**src/pci_card_defs.svh**
```systemverilog
// Purpose: shared constants of the card host adapter target port
// Assumes: core clock at 100 MHz
// Notes: commands are the raw levels on the command/byte-enable pins
`ifndef PCI_CARD_DEFS_SVH
`define PCI_CARD_DEFS_SVH
`define CORE_MHZ 100
`define CB_MAX_MHZ 33
`define CB_MIN_DIV ((`CORE_MHZ + `CB_MAX_MHZ - 1) / `CB_MAX_MHZ)
`define LP_IDLE_NS 2000
`define LP_IDLE_CYC ((`LP_IDLE_NS * `CORE_MHZ) / 1000)
`define NUM_SOCK 2
`define WIN_PER_SOCK 7
`define NUM_WIN 14
`define CMD_IO_RD 4'h2
`define CMD_IO_WR 4'h3
`define CMD_MEM_RD 4'h6
`define CMD_MEM_WR 4'h7
`define CMD_CFG_RD 4'hA
`define CMD_CFG_WR 4'hB
`define CMD_MEM_RDM 4'hC
`define CMD_MEM_RDL 4'hE
`define CMD_MEM_WRI 4'hF
`define LEGACY_IO_MASK 32'h00000003
`define LEGACY_MEM_MASK 32'h00000FFF
`endif

```
**src/pci_card_pkg.sv**
```systemverilog
// Purpose: types of the card host adapter target port
// Assumes: nothing
// Notes: states are one-hot
package pci_card_pkg;
    typedef enum logic [4:0] {
        ST_IDLE = 5'h01,
        ST_DATA = 5'h02,
        ST_STOP = 5'h04,
        ST_TURN = 5'h08,
        ST_BUSY = 5'h10
    } tgt_state_t;
    typedef enum logic [1:0] {
        IRQ_PCI = 2'h0,
        IRQ_SERIAL = 2'h1,
        IRQ_EXTSHIFT = 2'h2,
        IRQ_VENDOR = 2'h3
    } irq_mode_t;
    typedef enum logic [1:0] {
        ACC_CFG = 2'h0,
        ACC_MEM = 2'h1,
        ACC_IO = 2'h2,
        ACC_LEGACY = 2'h3
    } acc_kind_t;
endpackage

```
**src/win_decoder.sv**
```systemverilog
// Purpose: per-socket address windows with two lookup ports
// Assumes: windows programmed while idle
// Notes: lowest window index wins on overlap
`timescale 1ns/1ns
`include "pci_card_defs.svh"
module win_decoder (
    input wire logic core_clk,
    input wire logic rst_n,
    input wire logic win_we,
    input wire logic win_sock,
    input wire logic [2:0] win_idx,
    input wire logic win_en,
    input wire logic win_io,
    input wire logic win_xlate,
    input wire logic [31:0] win_base,
    input wire logic [31:0] win_limit,
    input wire logic [31:0] host_addr,
    input wire logic host_io,
    output logic host_hit,
    output logic host_sock,
    output logic [2:0] host_win,
    output logic host_xlate,
    input wire logic [31:0] mst_addr,
    output logic mst_hit,
    output logic mst_sock
);
    logic [31:0] base_q [`NUM_WIN];
    logic [31:0] limit_q [`NUM_WIN];
    logic [`NUM_WIN-1:0] en_q;
    logic [`NUM_WIN-1:0] io_q;
    logic [`NUM_WIN-1:0] xl_q;
    logic [3:0] wr_idx;
    logic wr_ok;
    logic [5:0] mst_res;

    // io windows with translation also answer memory commands as card io
    function automatic logic [5:0] lookup(input logic [31:0] a, input logic io);
        logic [5:0] r;
        r = 6'h00;
        for (int i = `NUM_WIN - 1; i >= 0; i--) begin
            if (en_q[i] && a >= base_q[i] && a <= limit_q[i] &&
                (io_q[i] ? (io || xl_q[i]) : !io)) begin
                r = {1'b1, i >= `WIN_PER_SOCK,
                     3'(i >= `WIN_PER_SOCK ? i - `WIN_PER_SOCK : i),
                     io_q[i] && !io};
            end
        end
        return r;
    endfunction

    assign wr_idx = win_sock ? 4'(win_idx) + 4'h7 : 4'(win_idx);
    assign wr_ok = win_we && win_idx != 3'h7;

    always_ff @(posedge core_clk or negedge rst_n) begin
        if (!rst_n) begin
            en_q <= '0;
            io_q <= '0;
            xl_q <= '0;
            for (int i = 0; i < `NUM_WIN; i++) begin
                base_q[i] <= 32'h00000000;
                limit_q[i] <= 32'h00000000;
            end
        end else if (wr_ok) begin
            en_q[wr_idx] <= win_en;
            io_q[wr_idx] <= win_io;
            xl_q[wr_idx] <= win_xlate;
            base_q[wr_idx] <= win_base;
            limit_q[wr_idx] <= win_limit;
        end
    end

    // memory to io translation
    // always_comb so a window write re-runs the lookup, not only an address change
    always_comb {host_hit, host_sock, host_win, host_xlate} = lookup(host_addr, host_io);
    always_comb mst_res = lookup(mst_addr, 1'b0);
    assign mst_hit = mst_res[5];
    assign mst_sock = mst_res[4];
endmodule // win_decoder

```
**src/pci_card_host_adapter_port.sv**
```systemverilog
// Purpose: target side of a two-socket card host adapter on a parallel host bus
// Assumes: bus pins pass two flip-flops before use, so answers lag two cycles
// Notes: one data phase per access; longer bursts are disconnected with stop
`timescale 1ns/1ns
`include "pci_card_defs.svh"
module pci_card_host_adapter_port
    import pci_card_pkg::*;
(
    input wire logic core_clk,
    input wire logic rst_n,
    input wire logic [31:0] ad,
    output logic [31:0] ad_drv,
    output logic ad_oe_n,
    input wire logic [3:0] cbe_n,
    input wire logic frame_n,
    input wire logic irdy_n,
    output logic trdy_n,
    output logic trdy_oe_n,
    output logic stop_n,
    output logic stop_oe_n,
    input wire logic devsel_n,
    output logic devsel_drv_n,
    output logic devsel_oe_n,
    input wire logic lock_n,
    input wire logic idsel,
    input wire logic par,
    output logic par_drv,
    output logic par_oe_n,
    output logic perr_n,
    output logic perr_oe_n,
    output logic serr_n,
    output logic serr_oe_n,
    input wire logic suspend_hw,
    input wire logic suspend_sw,
    input wire logic auto_lp_en,
    output logic int_clk_en,
    input wire logic [1:0] sock_en,
    input wire logic [1:0][3:0] card_div,
    output logic [1:0] card_clk,
    output logic [1:0] card_clk_en,
    input wire logic legacy_en,
    input wire logic [31:0] legacy_io_base,
    input wire logic [31:0] legacy_mem_base,
    input wire logic win_we,
    input wire logic win_sock,
    input wire logic [2:0] win_idx,
    input wire logic win_en,
    input wire logic win_io,
    input wire logic win_xlate,
    input wire logic [31:0] win_base,
    input wire logic [31:0] win_limit,
    input wire irq_mode_t irq_mode_sel,
    output irq_mode_t irq_mode,
    input wire logic [1:0] act_en,
    input wire logic [1:0] act_clr,
    output logic [1:0] act_flag,
    input wire logic mst_valid,
    input wire logic mst_src,
    input wire logic [31:0] mst_addr,
    input wire logic s2s_en,
    output logic s2s_valid,
    output logic s2s_dst,
    output logic [31:0] s2s_addr,
    output logic acc_valid,
    output acc_kind_t acc_kind,
    output logic [31:0] acc_addr,
    output logic acc_write,
    output logic acc_sock,
    output logic [2:0] acc_win,
    output logic acc_xlate,
    input wire logic [31:0] rd_data,
    output logic wr_valid,
    output logic [31:0] wr_data,
    output logic [3:0] wr_be,
    output logic rd_done,
    output logic other_claim
);
    logic [42:0] sync1_q, sync2_q;
    logic [31:0] ad_s, ad_p_q, ad_out_q, acc_addr_q, wr_data_q, s2s_addr_q;
    logic [3:0] cbe_n_s, cbe_p_q, wr_be_q;
    logic frame_n_s, irdy_n_s, devsel_n_s, lock_n_s, idsel_s, par_s, susp_hw_s;
    logic frame_n_p_q, write_q, devsel_q, trdy_q, stop_q, hs_oe_q, ad_oe_q;
    logic par_out_q, par_oe_q, achk_q, wchk_q, perr_q, perr_hold_q, serr_q;
    logic lock_own_q, int_clk_en_q, acc_valid_q, acc_write_q, acc_sock_q;
    logic acc_xlate_q, wr_valid_q, rd_done_q, s2s_valid_q, s2s_dst_q, other_q;
    logic [2:0] acc_win_q;
    logic [7:0] idle_cnt_q;
    logic [1:0][3:0] card_cnt_q;
    logic [1:0] card_clk_q, act_q, card_on_w, hit_vec_w;
    acc_kind_t acc_kind_q, kind_w;
    irq_mode_t irq_mode_q;
    tgt_state_t state_q, state_d;
    logic addr_phase_w, is_cfg_w, is_io_w, is_mem_w, cfg_sel_w, leg_io_w, leg_mem_w;
    logic win_hit_w, win_sock_w, win_xl_w, win_claim_w, claim_w, susp_w, lp_w;
    logic lock_block_w, retry_w, done_w, par_bad_w, wr_next_w, mst_hit_w, mst_sock_w;
    logic [2:0] win_num_w;

    function automatic logic in_span(input logic [31:0] a, input logic [31:0] b,
                                     input logic [31:0] m);
        return (a & ~m) == (b & ~m);
    endfunction

    function automatic logic even_par(input logic [31:0] a, input logic [3:0] c);
        return ^{a, c};
    endfunction

    // never below the divide that keeps the card clock at or under its ceiling
    function automatic logic [3:0] eff_div(input logic [3:0] d);
        return (d < 4'(`CB_MIN_DIV)) ? 4'(`CB_MIN_DIV) : d;
    endfunction

    always_ff @(posedge core_clk or negedge rst_n) begin
        if (!rst_n) begin
            // idle bus: frame, ready, select, lock high; select line, parity, suspend low
            sync1_q <= {32'h00000000, 4'hF, 7'h78};
            sync2_q <= {32'h00000000, 4'hF, 7'h78};
        end else begin
            sync1_q <= {ad, cbe_n, frame_n, irdy_n, devsel_n, lock_n, idsel, par, suspend_hw};
            sync2_q <= sync1_q;
        end
    end
    assign {ad_s, cbe_n_s, frame_n_s, irdy_n_s, devsel_n_s} = sync2_q[42:4];
    assign {lock_n_s, idsel_s, par_s, susp_hw_s} = sync2_q[3:0];

    assign addr_phase_w = !frame_n_s && frame_n_p_q;
    assign is_cfg_w = cbe_n_s == `CMD_CFG_RD || cbe_n_s == `CMD_CFG_WR;
    assign is_io_w = cbe_n_s == `CMD_IO_RD || cbe_n_s == `CMD_IO_WR;
    assign is_mem_w = cbe_n_s == `CMD_MEM_RD || cbe_n_s == `CMD_MEM_WR ||
                      cbe_n_s == `CMD_MEM_RDM || cbe_n_s == `CMD_MEM_RDL ||
                      cbe_n_s == `CMD_MEM_WRI;
    assign cfg_sel_w = is_cfg_w && idsel_s && ad_s[1:0] == 2'h0;
    assign leg_io_w = legacy_en && is_io_w && in_span(ad_s, legacy_io_base, `LEGACY_IO_MASK);
    assign leg_mem_w = legacy_en && is_mem_w &&
                       in_span(ad_s, legacy_mem_base, `LEGACY_MEM_MASK);
    assign win_claim_w = win_hit_w && (is_io_w || is_mem_w) && !leg_io_w && !leg_mem_w;
    assign claim_w = addr_phase_w && state_q == ST_IDLE &&
                     (cfg_sel_w || leg_io_w || leg_mem_w || win_claim_w);
    assign kind_w = cfg_sel_w ? ACC_CFG : (leg_io_w || leg_mem_w) ? ACC_LEGACY :
                    is_io_w ? ACC_IO : ACC_MEM;
    assign susp_w = susp_hw_s || suspend_sw;
    assign lock_block_w = lock_own_q && !lock_n_s && is_mem_w;
    assign retry_w = susp_w || lock_block_w;
    assign done_w = state_q == ST_DATA && trdy_q && !irdy_n_s;
    assign wr_next_w = claim_w ? cbe_n_s[0] : write_q;
    assign par_bad_w = par_s != even_par(ad_p_q, cbe_p_q);
    assign lp_w = auto_lp_en && idle_cnt_q == 8'(`LP_IDLE_CYC);
    assign hit_vec_w = {win_sock_w, !win_sock_w} & {2{claim_w && win_claim_w && !retry_w}};

    win_decoder u_win (
        .core_clk(core_clk),
        .rst_n(rst_n),
        .win_we(win_we),
        .win_sock(win_sock),
        .win_idx(win_idx),
        .win_en(win_en),
        .win_io(win_io),
        .win_xlate(win_xlate),
        .win_base(win_base),
        .win_limit(win_limit),
        .host_addr(ad_s),
        .host_io(is_io_w),
        .host_hit(win_hit_w),
        .host_sock(win_sock_w),
        .host_win(win_num_w),
        .host_xlate(win_xl_w),
        .mst_addr(mst_addr),
        .mst_hit(mst_hit_w),
        .mst_sock(mst_sock_w)
    );

    always_comb begin
        state_d = state_q;
        case (state_q)
            ST_IDLE: begin
                if (claim_w && retry_w) state_d = ST_STOP;
                else if (claim_w) state_d = ST_DATA;
                else if (addr_phase_w) state_d = ST_BUSY;
            end
            ST_DATA: begin
                if (done_w) state_d = frame_n_s ? ST_TURN : ST_STOP;
            end
            ST_STOP: begin
                if (frame_n_s) state_d = ST_TURN;
            end
            ST_TURN: state_d = ST_IDLE;
            ST_BUSY: begin
                if (frame_n_s && irdy_n_s) state_d = ST_IDLE;
            end
            default: state_d = ST_IDLE;
        endcase
    end

    always_ff @(posedge core_clk or negedge rst_n) begin
        if (!rst_n) begin
            state_q <= ST_IDLE;
            frame_n_p_q <= 1'b1;
            write_q <= 1'b0;
            devsel_q <= 1'b0;
            trdy_q <= 1'b0;
            stop_q <= 1'b0;
            hs_oe_q <= 1'b0;
            ad_oe_q <= 1'b0;
        end else begin
            state_q <= state_d;
            frame_n_p_q <= frame_n_s;
            write_q <= wr_next_w;
            devsel_q <= state_d == ST_DATA || state_d == ST_STOP;
            // ready after read data is loaded
            trdy_q <= state_q == ST_DATA && state_d == ST_DATA;
            stop_q <= state_d == ST_STOP;
            hs_oe_q <= state_d == ST_DATA || state_d == ST_STOP || state_d == ST_TURN;
            ad_oe_q <= state_d == ST_DATA && !wr_next_w;
        end
    end

    // byte enables taken with the data
    always_ff @(posedge core_clk or negedge rst_n) begin
        if (!rst_n) begin
            ad_out_q <= 32'h00000000;
            wr_data_q <= 32'h00000000;
            wr_be_q <= 4'h0;
            wr_valid_q <= 1'b0;
            rd_done_q <= 1'b0;
        end else begin
            if (state_q == ST_DATA && !trdy_q) ad_out_q <= rd_data;
            if (done_w && write_q) wr_data_q <= ad_s;
            if (done_w && write_q) wr_be_q <= ~cbe_n_s;
            wr_valid_q <= done_w && write_q;
            rd_done_q <= done_w && !write_q;
        end
    end

    always_ff @(posedge core_clk or negedge rst_n) begin
        if (!rst_n) begin
            acc_valid_q <= 1'b0;
            acc_kind_q <= ACC_CFG;
            acc_addr_q <= 32'h00000000;
            acc_write_q <= 1'b0;
            acc_sock_q <= 1'b0;
            acc_win_q <= 3'h0;
            acc_xlate_q <= 1'b0;
        end else begin
            acc_valid_q <= claim_w && !retry_w;
            if (claim_w) begin
                acc_kind_q <= kind_w;
                acc_addr_q <= ad_s;
                acc_write_q <= cbe_n_s[0];
                acc_sock_q <= win_sock_w;
                acc_win_q <= win_num_w;
                acc_xlate_q <= win_claim_w && win_xl_w;
            end
        end
    end

    always_ff @(posedge core_clk or negedge rst_n) begin
        if (!rst_n) begin
            ad_p_q <= 32'h00000000;
            cbe_p_q <= 4'h0;
            achk_q <= 1'b0;
            wchk_q <= 1'b0;
            perr_q <= 1'b0;
            perr_hold_q <= 1'b0;
            serr_q <= 1'b0;
            par_out_q <= 1'b0;
            par_oe_q <= 1'b0;
        end else begin
            ad_p_q <= ad_s;
            cbe_p_q <= cbe_n_s;
            achk_q <= addr_phase_w;
            wchk_q <= done_w && write_q;
            perr_q <= wchk_q && par_bad_w;
            perr_hold_q <= perr_q;
            serr_q <= achk_q && par_bad_w;
            par_out_q <= even_par(ad_out_q, cbe_n_s);
            par_oe_q <= ad_oe_q;
        end
    end

    always_ff @(posedge core_clk or negedge rst_n) begin
        if (!rst_n) lock_own_q <= 1'b0;
        else if (done_w && !lock_n_s) lock_own_q <= 1'b1;
        else if (state_q == ST_IDLE && frame_n_s && lock_n_s) lock_own_q <= 1'b0;
    end

    always_ff @(posedge core_clk or negedge rst_n) begin
        if (!rst_n) idle_cnt_q <= 8'h00;
        else if (state_q != ST_IDLE || addr_phase_w) idle_cnt_q <= 8'h00;
        else if (!lp_w && idle_cnt_q != 8'(`LP_IDLE_CYC)) idle_cnt_q <= idle_cnt_q + 8'h01;
    end

    assign card_on_w = sock_en & {2{!(susp_w || lp_w)}};
    always_ff @(posedge core_clk or negedge rst_n) begin
        if (!rst_n) begin
            card_cnt_q <= '0;
            card_clk_q <= 2'h0;
            int_clk_en_q <= 1'b0;
        end else begin
            int_clk_en_q <= !(susp_w || lp_w);
            for (int s = 0; s < `NUM_SOCK; s++) begin
                if (!card_on_w[s] || card_cnt_q[s] >= eff_div(card_div[s]) - 4'h1)
                    card_cnt_q[s] <= 4'h0;
                else
                    card_cnt_q[s] <= card_cnt_q[s] + 4'h1;
                card_clk_q[s] <= card_on_w[s] && card_cnt_q[s] < (eff_div(card_div[s]) >> 1);
            end
        end
    end

    // mode, forwarding, activity (set beats clear)
    always_ff @(posedge core_clk or negedge rst_n) begin
        if (!rst_n) begin
            irq_mode_q <= IRQ_PCI;
            act_q <= 2'h0;
            s2s_valid_q <= 1'b0;
            s2s_dst_q <= 1'b0;
            s2s_addr_q <= 32'h00000000;
            other_q <= 1'b0;
        end else begin
            if (state_q == ST_IDLE) irq_mode_q <= irq_mode_sel;
            act_q <= (act_q & ~act_clr) | (act_en & hit_vec_w);
            s2s_valid_q <= s2s_en && mst_valid && mst_hit_w && mst_sock_w != mst_src;
            s2s_dst_q <= mst_sock_w;
            s2s_addr_q <= mst_addr;
            other_q <= state_q == ST_BUSY && !devsel_n_s;
        end
    end

    assign ad_drv = ad_out_q;
    assign ad_oe_n = !ad_oe_q;
    assign trdy_n = !trdy_q;
    assign stop_n = !stop_q;
    assign devsel_drv_n = !devsel_q;
    assign {trdy_oe_n, stop_oe_n, devsel_oe_n} = {3{!hs_oe_q}};
    assign par_drv = par_out_q;
    assign par_oe_n = !par_oe_q;
    assign perr_n = !perr_q;
    assign perr_oe_n = !(perr_q || perr_hold_q);
    assign serr_n = 1'b0;
    assign serr_oe_n = !serr_q;
    assign int_clk_en = int_clk_en_q;
    assign card_clk = card_clk_q;
    assign card_clk_en = card_on_w;
    assign irq_mode = irq_mode_q;
    assign act_flag = act_q;
    assign {s2s_valid, s2s_dst, s2s_addr} = {s2s_valid_q, s2s_dst_q, s2s_addr_q};
    assign {acc_valid, acc_kind, acc_addr, acc_write} =
           {acc_valid_q, acc_kind_q, acc_addr_q, acc_write_q};
    assign {acc_sock, acc_win, acc_xlate} = {acc_sock_q, acc_win_q, acc_xlate_q};
    assign {wr_valid, wr_data, wr_be, rd_done} = {wr_valid_q, wr_data_q, wr_be_q, rd_done_q};
    assign other_claim = other_q;
endmodule // pci_card_host_adapter_port

```
**config.mk**
```make
export PLATFORM = sky130hd
export DESIGN_NAME = pci_card_host_adapter_port
export DESIGN_NICKNAME = d
export VERILOG_FILES = /design/src/pci_card_pkg.sv /design/src/win_decoder.sv /design/src/pci_card_host_adapter_port.sv
export VERILOG_INCLUDE_DIRS = /design/src
export SDC_FILE = /design/constraint.sdc
export NUM_CORES = 2
export LEC_CHECK = 0
export BUFFER_PORTS_ARGS = -buffer_cell sky130_fd_sc_hd__buf_2
export CAP_MARGIN = 20
export CORE_UTILIZATION = 50
export CTS_CLUSTER_DIAMETER = 80
export DETAILED_ROUTE_END_ITERATION = 7
export GPL_ROUTABILITY_DRIVEN = 0
export GPL_TIMING_DRIVEN = 0
export PLACE_DENSITY = 0.76
export RECOVER_POWER = 25
export SYNTH_ARGS = -nofsm -noshare
export SYNTH_HDL_FRONTEND = slang
export SYNTH_SLANG_ARGS = --single-unit
```
**constraint.sdc**
```tcl
create_clock -name core_clk -period 3.9 [get_ports core_clk]
set_input_delay 0.78 -clock core_clk [delete_from_list [all_inputs] [get_ports core_clk]]
set_output_delay 0.78 -clock core_clk [all_outputs]
set_load 0.02 [all_outputs]
```
==> flow_summary.json <==
{
  "rsz0062_at_grt": "yes",
  "violations": "design-rule violations, max-capacitance violations, max-slew violations, negative setup slack",
  "ff_latch_area_um2": 31400,
  "grt_start_max_net_pins": 178,
  "cts_root_buffer": "clkbuf_16",
  "r2r_setup_slack_ps": -550,
  "final_util": 0.604,
  "drv_slew": 30,
  "grt_pass1_wl_mm": 508,
  "syn_area_per_cell_um2": 9.94,
  "clk_latency_ps": 850,
  "ff2ff_path_depth": 17,
  "yosysWarnings": 0,
  "status": "finished with violations",
  "fillers": 13400,
  "p_per_area_nw_per_um2": 558,
  "first_pass_iters": 8,
  "post-route-drc-count": 21,
  "grt_overflow_total": 0,
  "holdPathStages": 1,
  "drt_iter0_markers": 10700,
  "avgViaCountPerCell": 6.63,
  "via_count": 81500,
  "final_layout_size_suffix_gt1_frac": 0.199,
  "cts_buffers": 148,
  "ys_types": 81,
  "crit_path_end_kind": "flip-flop",
  "rr_endpoint": "acc_addr[19]",
  "place_ws_ps": -2540,
  "io_buffer_count": 418,
  "cts_buffer_depth": 3,
  "fin_crit_ps": 4460,
  "placementRows": 153,
  "min_path_type": "primary input to flip-flop",
  "crit_type": "primary input to flip-flop",
  "cts_tree": "yes",
  "synthesis.area_um2": 88000,
  "synthArstFlopShare": 1.00,
  "tightestPinTransition_ps": 1720,
  "cts_sinks": 1248,
  "min-delay-start": "irdy_n",
  "die_w_um": 422,
  "cts.clk_slew.worst_paths_ps": 70,
  "min_period_over_period": 1.14,
  "max_freq_ghz": 0.224,
  "syn_to_final_growth_pct": 19.6,
  "cp.required_ps": 4660,
  "synth_cells": 8852,
  "worstPathMaxFanout": 21,
  "critPathLaunchType": "primary input",
  "postLayoutSetupSlackWorst_ps": -565,
  "multi_input_area_um2": 54200,
  "whs_endpoint": "sync1_q[5]",
  "core_area_um2": 174000,
  "max_slew_margin": -0.144,
  "antenna_found_initial": 43,
  "initial_core_util": 0.505,
  "cp.arrival_ps": 5230,
  "r2r-start": "sync2_q[26]",
  "top_level_ports": 435,
  "htreeDepth": 4,
  "grt_pass1_vias": 79700,
  "clock_skew_ps": 45.1,
  "ant_nets": 0,
  "dieHeight_um": 422,
  "drt_wl_total_mm": 367,
  "grt_use_total": 0.387,
  "ir_drop_mv": 0.553,
  "nets": 11900,
  "ys_ff_latch": 1248,
  "tns_ps": -23550,
  "hpwlAfterDp_mm": 240,
  "cap_violations": 2,
  "mostFrequentLayoutCells": "1791 x ha_1, 1198 x dfrtp_1, 953 x inv_1, 732 x nand2_1, 694 x o21ai_0",
  "p_leak_nw": 51.2,
  "synth_edf_count": 0,
  "wl_per_cell_um": 29.9,
  "setup_violations": 53,
  "synth_ff_type": "dfrtp_1",
  "final_hold_viol_count": 0,
  "synth_fp_nets": 10900,
  "final_common_cell": "ha_1",
  "synth_seq_area_share": 0.355,
  "dieArea_um2": 178000
}
-- cell usage after synthesis, types with 123 or more instances --
master / count / area (µm²)
nand4_1: 298 / 1860
nand3_1: 123 / 616
dfrtp_1: 1230 / 30800
inv_1: 956 / 3590
o21ai_0: 727 / 3640
clkbuf_1: 210 / 788
a21oi_1: 477 / 2390
nand2_1: 741 / 2780
a21o_1: 283 / 2120
nor2_1: 245 / 920
mux2_2: 603 / 6790
ha_1: 1819 / 22800
-- sequential cells by signal, summed over array words and instances (netlist names), 32 cells and up --
name	flops
s2s_addr	32
sync2_q	43
wr_data	32
ad_p_q	32
u_win.base_q	448
sync1_q	43
acc_addr	32
ad_drv	32
u_win.limit_q	448
-- critical path, cell delays in order --
cell       delay, ps
clkbuf_1         840
buf_12           340
ha_1             210
nand4_1          150
nor4_4           630
nand2_1          190
or3_1            550
o31ai_1          240
o2111ai_1        350
o2111a_1         350
nand4b_1         150
buf_4            160
and4_1           200
-- what timing repair did --
| item | in CTS | in global routing |
|---|---|---|
| pin swaps | 32 | 97 |
| gates resized for setup | 181 | 253 |
| hold buffers | 1 | 0 |
| cloned | 1 | 11 |
| hold endpoints to repair | 61 | 0 |
| setup buffers | 160 | 125 |
| endpoints found under the setup margin | 53 | 53 |
-- power by group --
part / switching [W] / internal [W] / total [W] / leakage (nW)
Clock: 0.00642 / 0.00851 / 0.0149 / 2.51
Combinational: 0.0152 / 0.0105 / 0.0257 / 33.5
Sequential: 0.00178 / 0.0163 / 0.0181 / 15.2
Total: 0.0234 / 0.0353 / 0.0587 / 51.2
-- metal layers --
metal,part of all wire,global-route usage,vias up
met5,0.00044,0,-
met4,0.11,0.348,22
met3,0.15,0.132,1977
met2,0.40,0.551,6228
met1,0.34,0.461,39400
li1,-,-,33900
-- worst max-delay path by stage --
stage | from | to | depth (start not counted)
3_3_place_gp | rst_n | sync2_q[28] | 1
6_report | mst_addr[29] | s2s_dst | 13
4_1_cts | sync2_q[11] | acc_addr[17] | 15
2_1_floorplan | sync2_q[33] | acc_addr[20] | 12
3_5_place_dp | mst_addr[14] | s2s_valid | 12
5_1_grt | sync2_q[26] | acc_addr[19] | 17
-- area by class of cell --
type	count	area share
Multi-Input combinational cell	6414	0.515
Timing Repair Buffer	804	0.0667
Tap cell	2325	0.0276
Buffer	234	0.00946
Sequential cell	1248	0.298
Clock inverter	71	0.00949
Clock buffer	203	0.0393
Antenna cell	32	0.000760
Inverter	956	0.0342
-- cells by family after synthesis --
family                   after synthesis  share of synthesized area
buffers and inverters               1190                     0.0513
adder cells (fa/ha/maj)             1819                      0.259
XOR/XNOR                             133                     0.0132
multiplexers                         634                     0.0822
other                                  1                  0.0000426
AO/OA/AOI/OAI                       1993                      0.139
AND/OR/NAND/NOR                     1834                      0.100
flip-flops                          1248                      0.355
-- through the flow --
step	instances	cell area, µm²	hold WS, ps	power [W]
after floorplan	8852	88000	331	0.0329
after global placement	11600	93000	333	0.0386
after detailed placement	11700	94600	335	0.0404
after CTS	12100	102000	14.9	0.0561
after global routing	12300	105000	10.6	0.0615
final	12300	105000	35.1	0.0587
No activity file was read; power rests on OpenSTA's default activity.
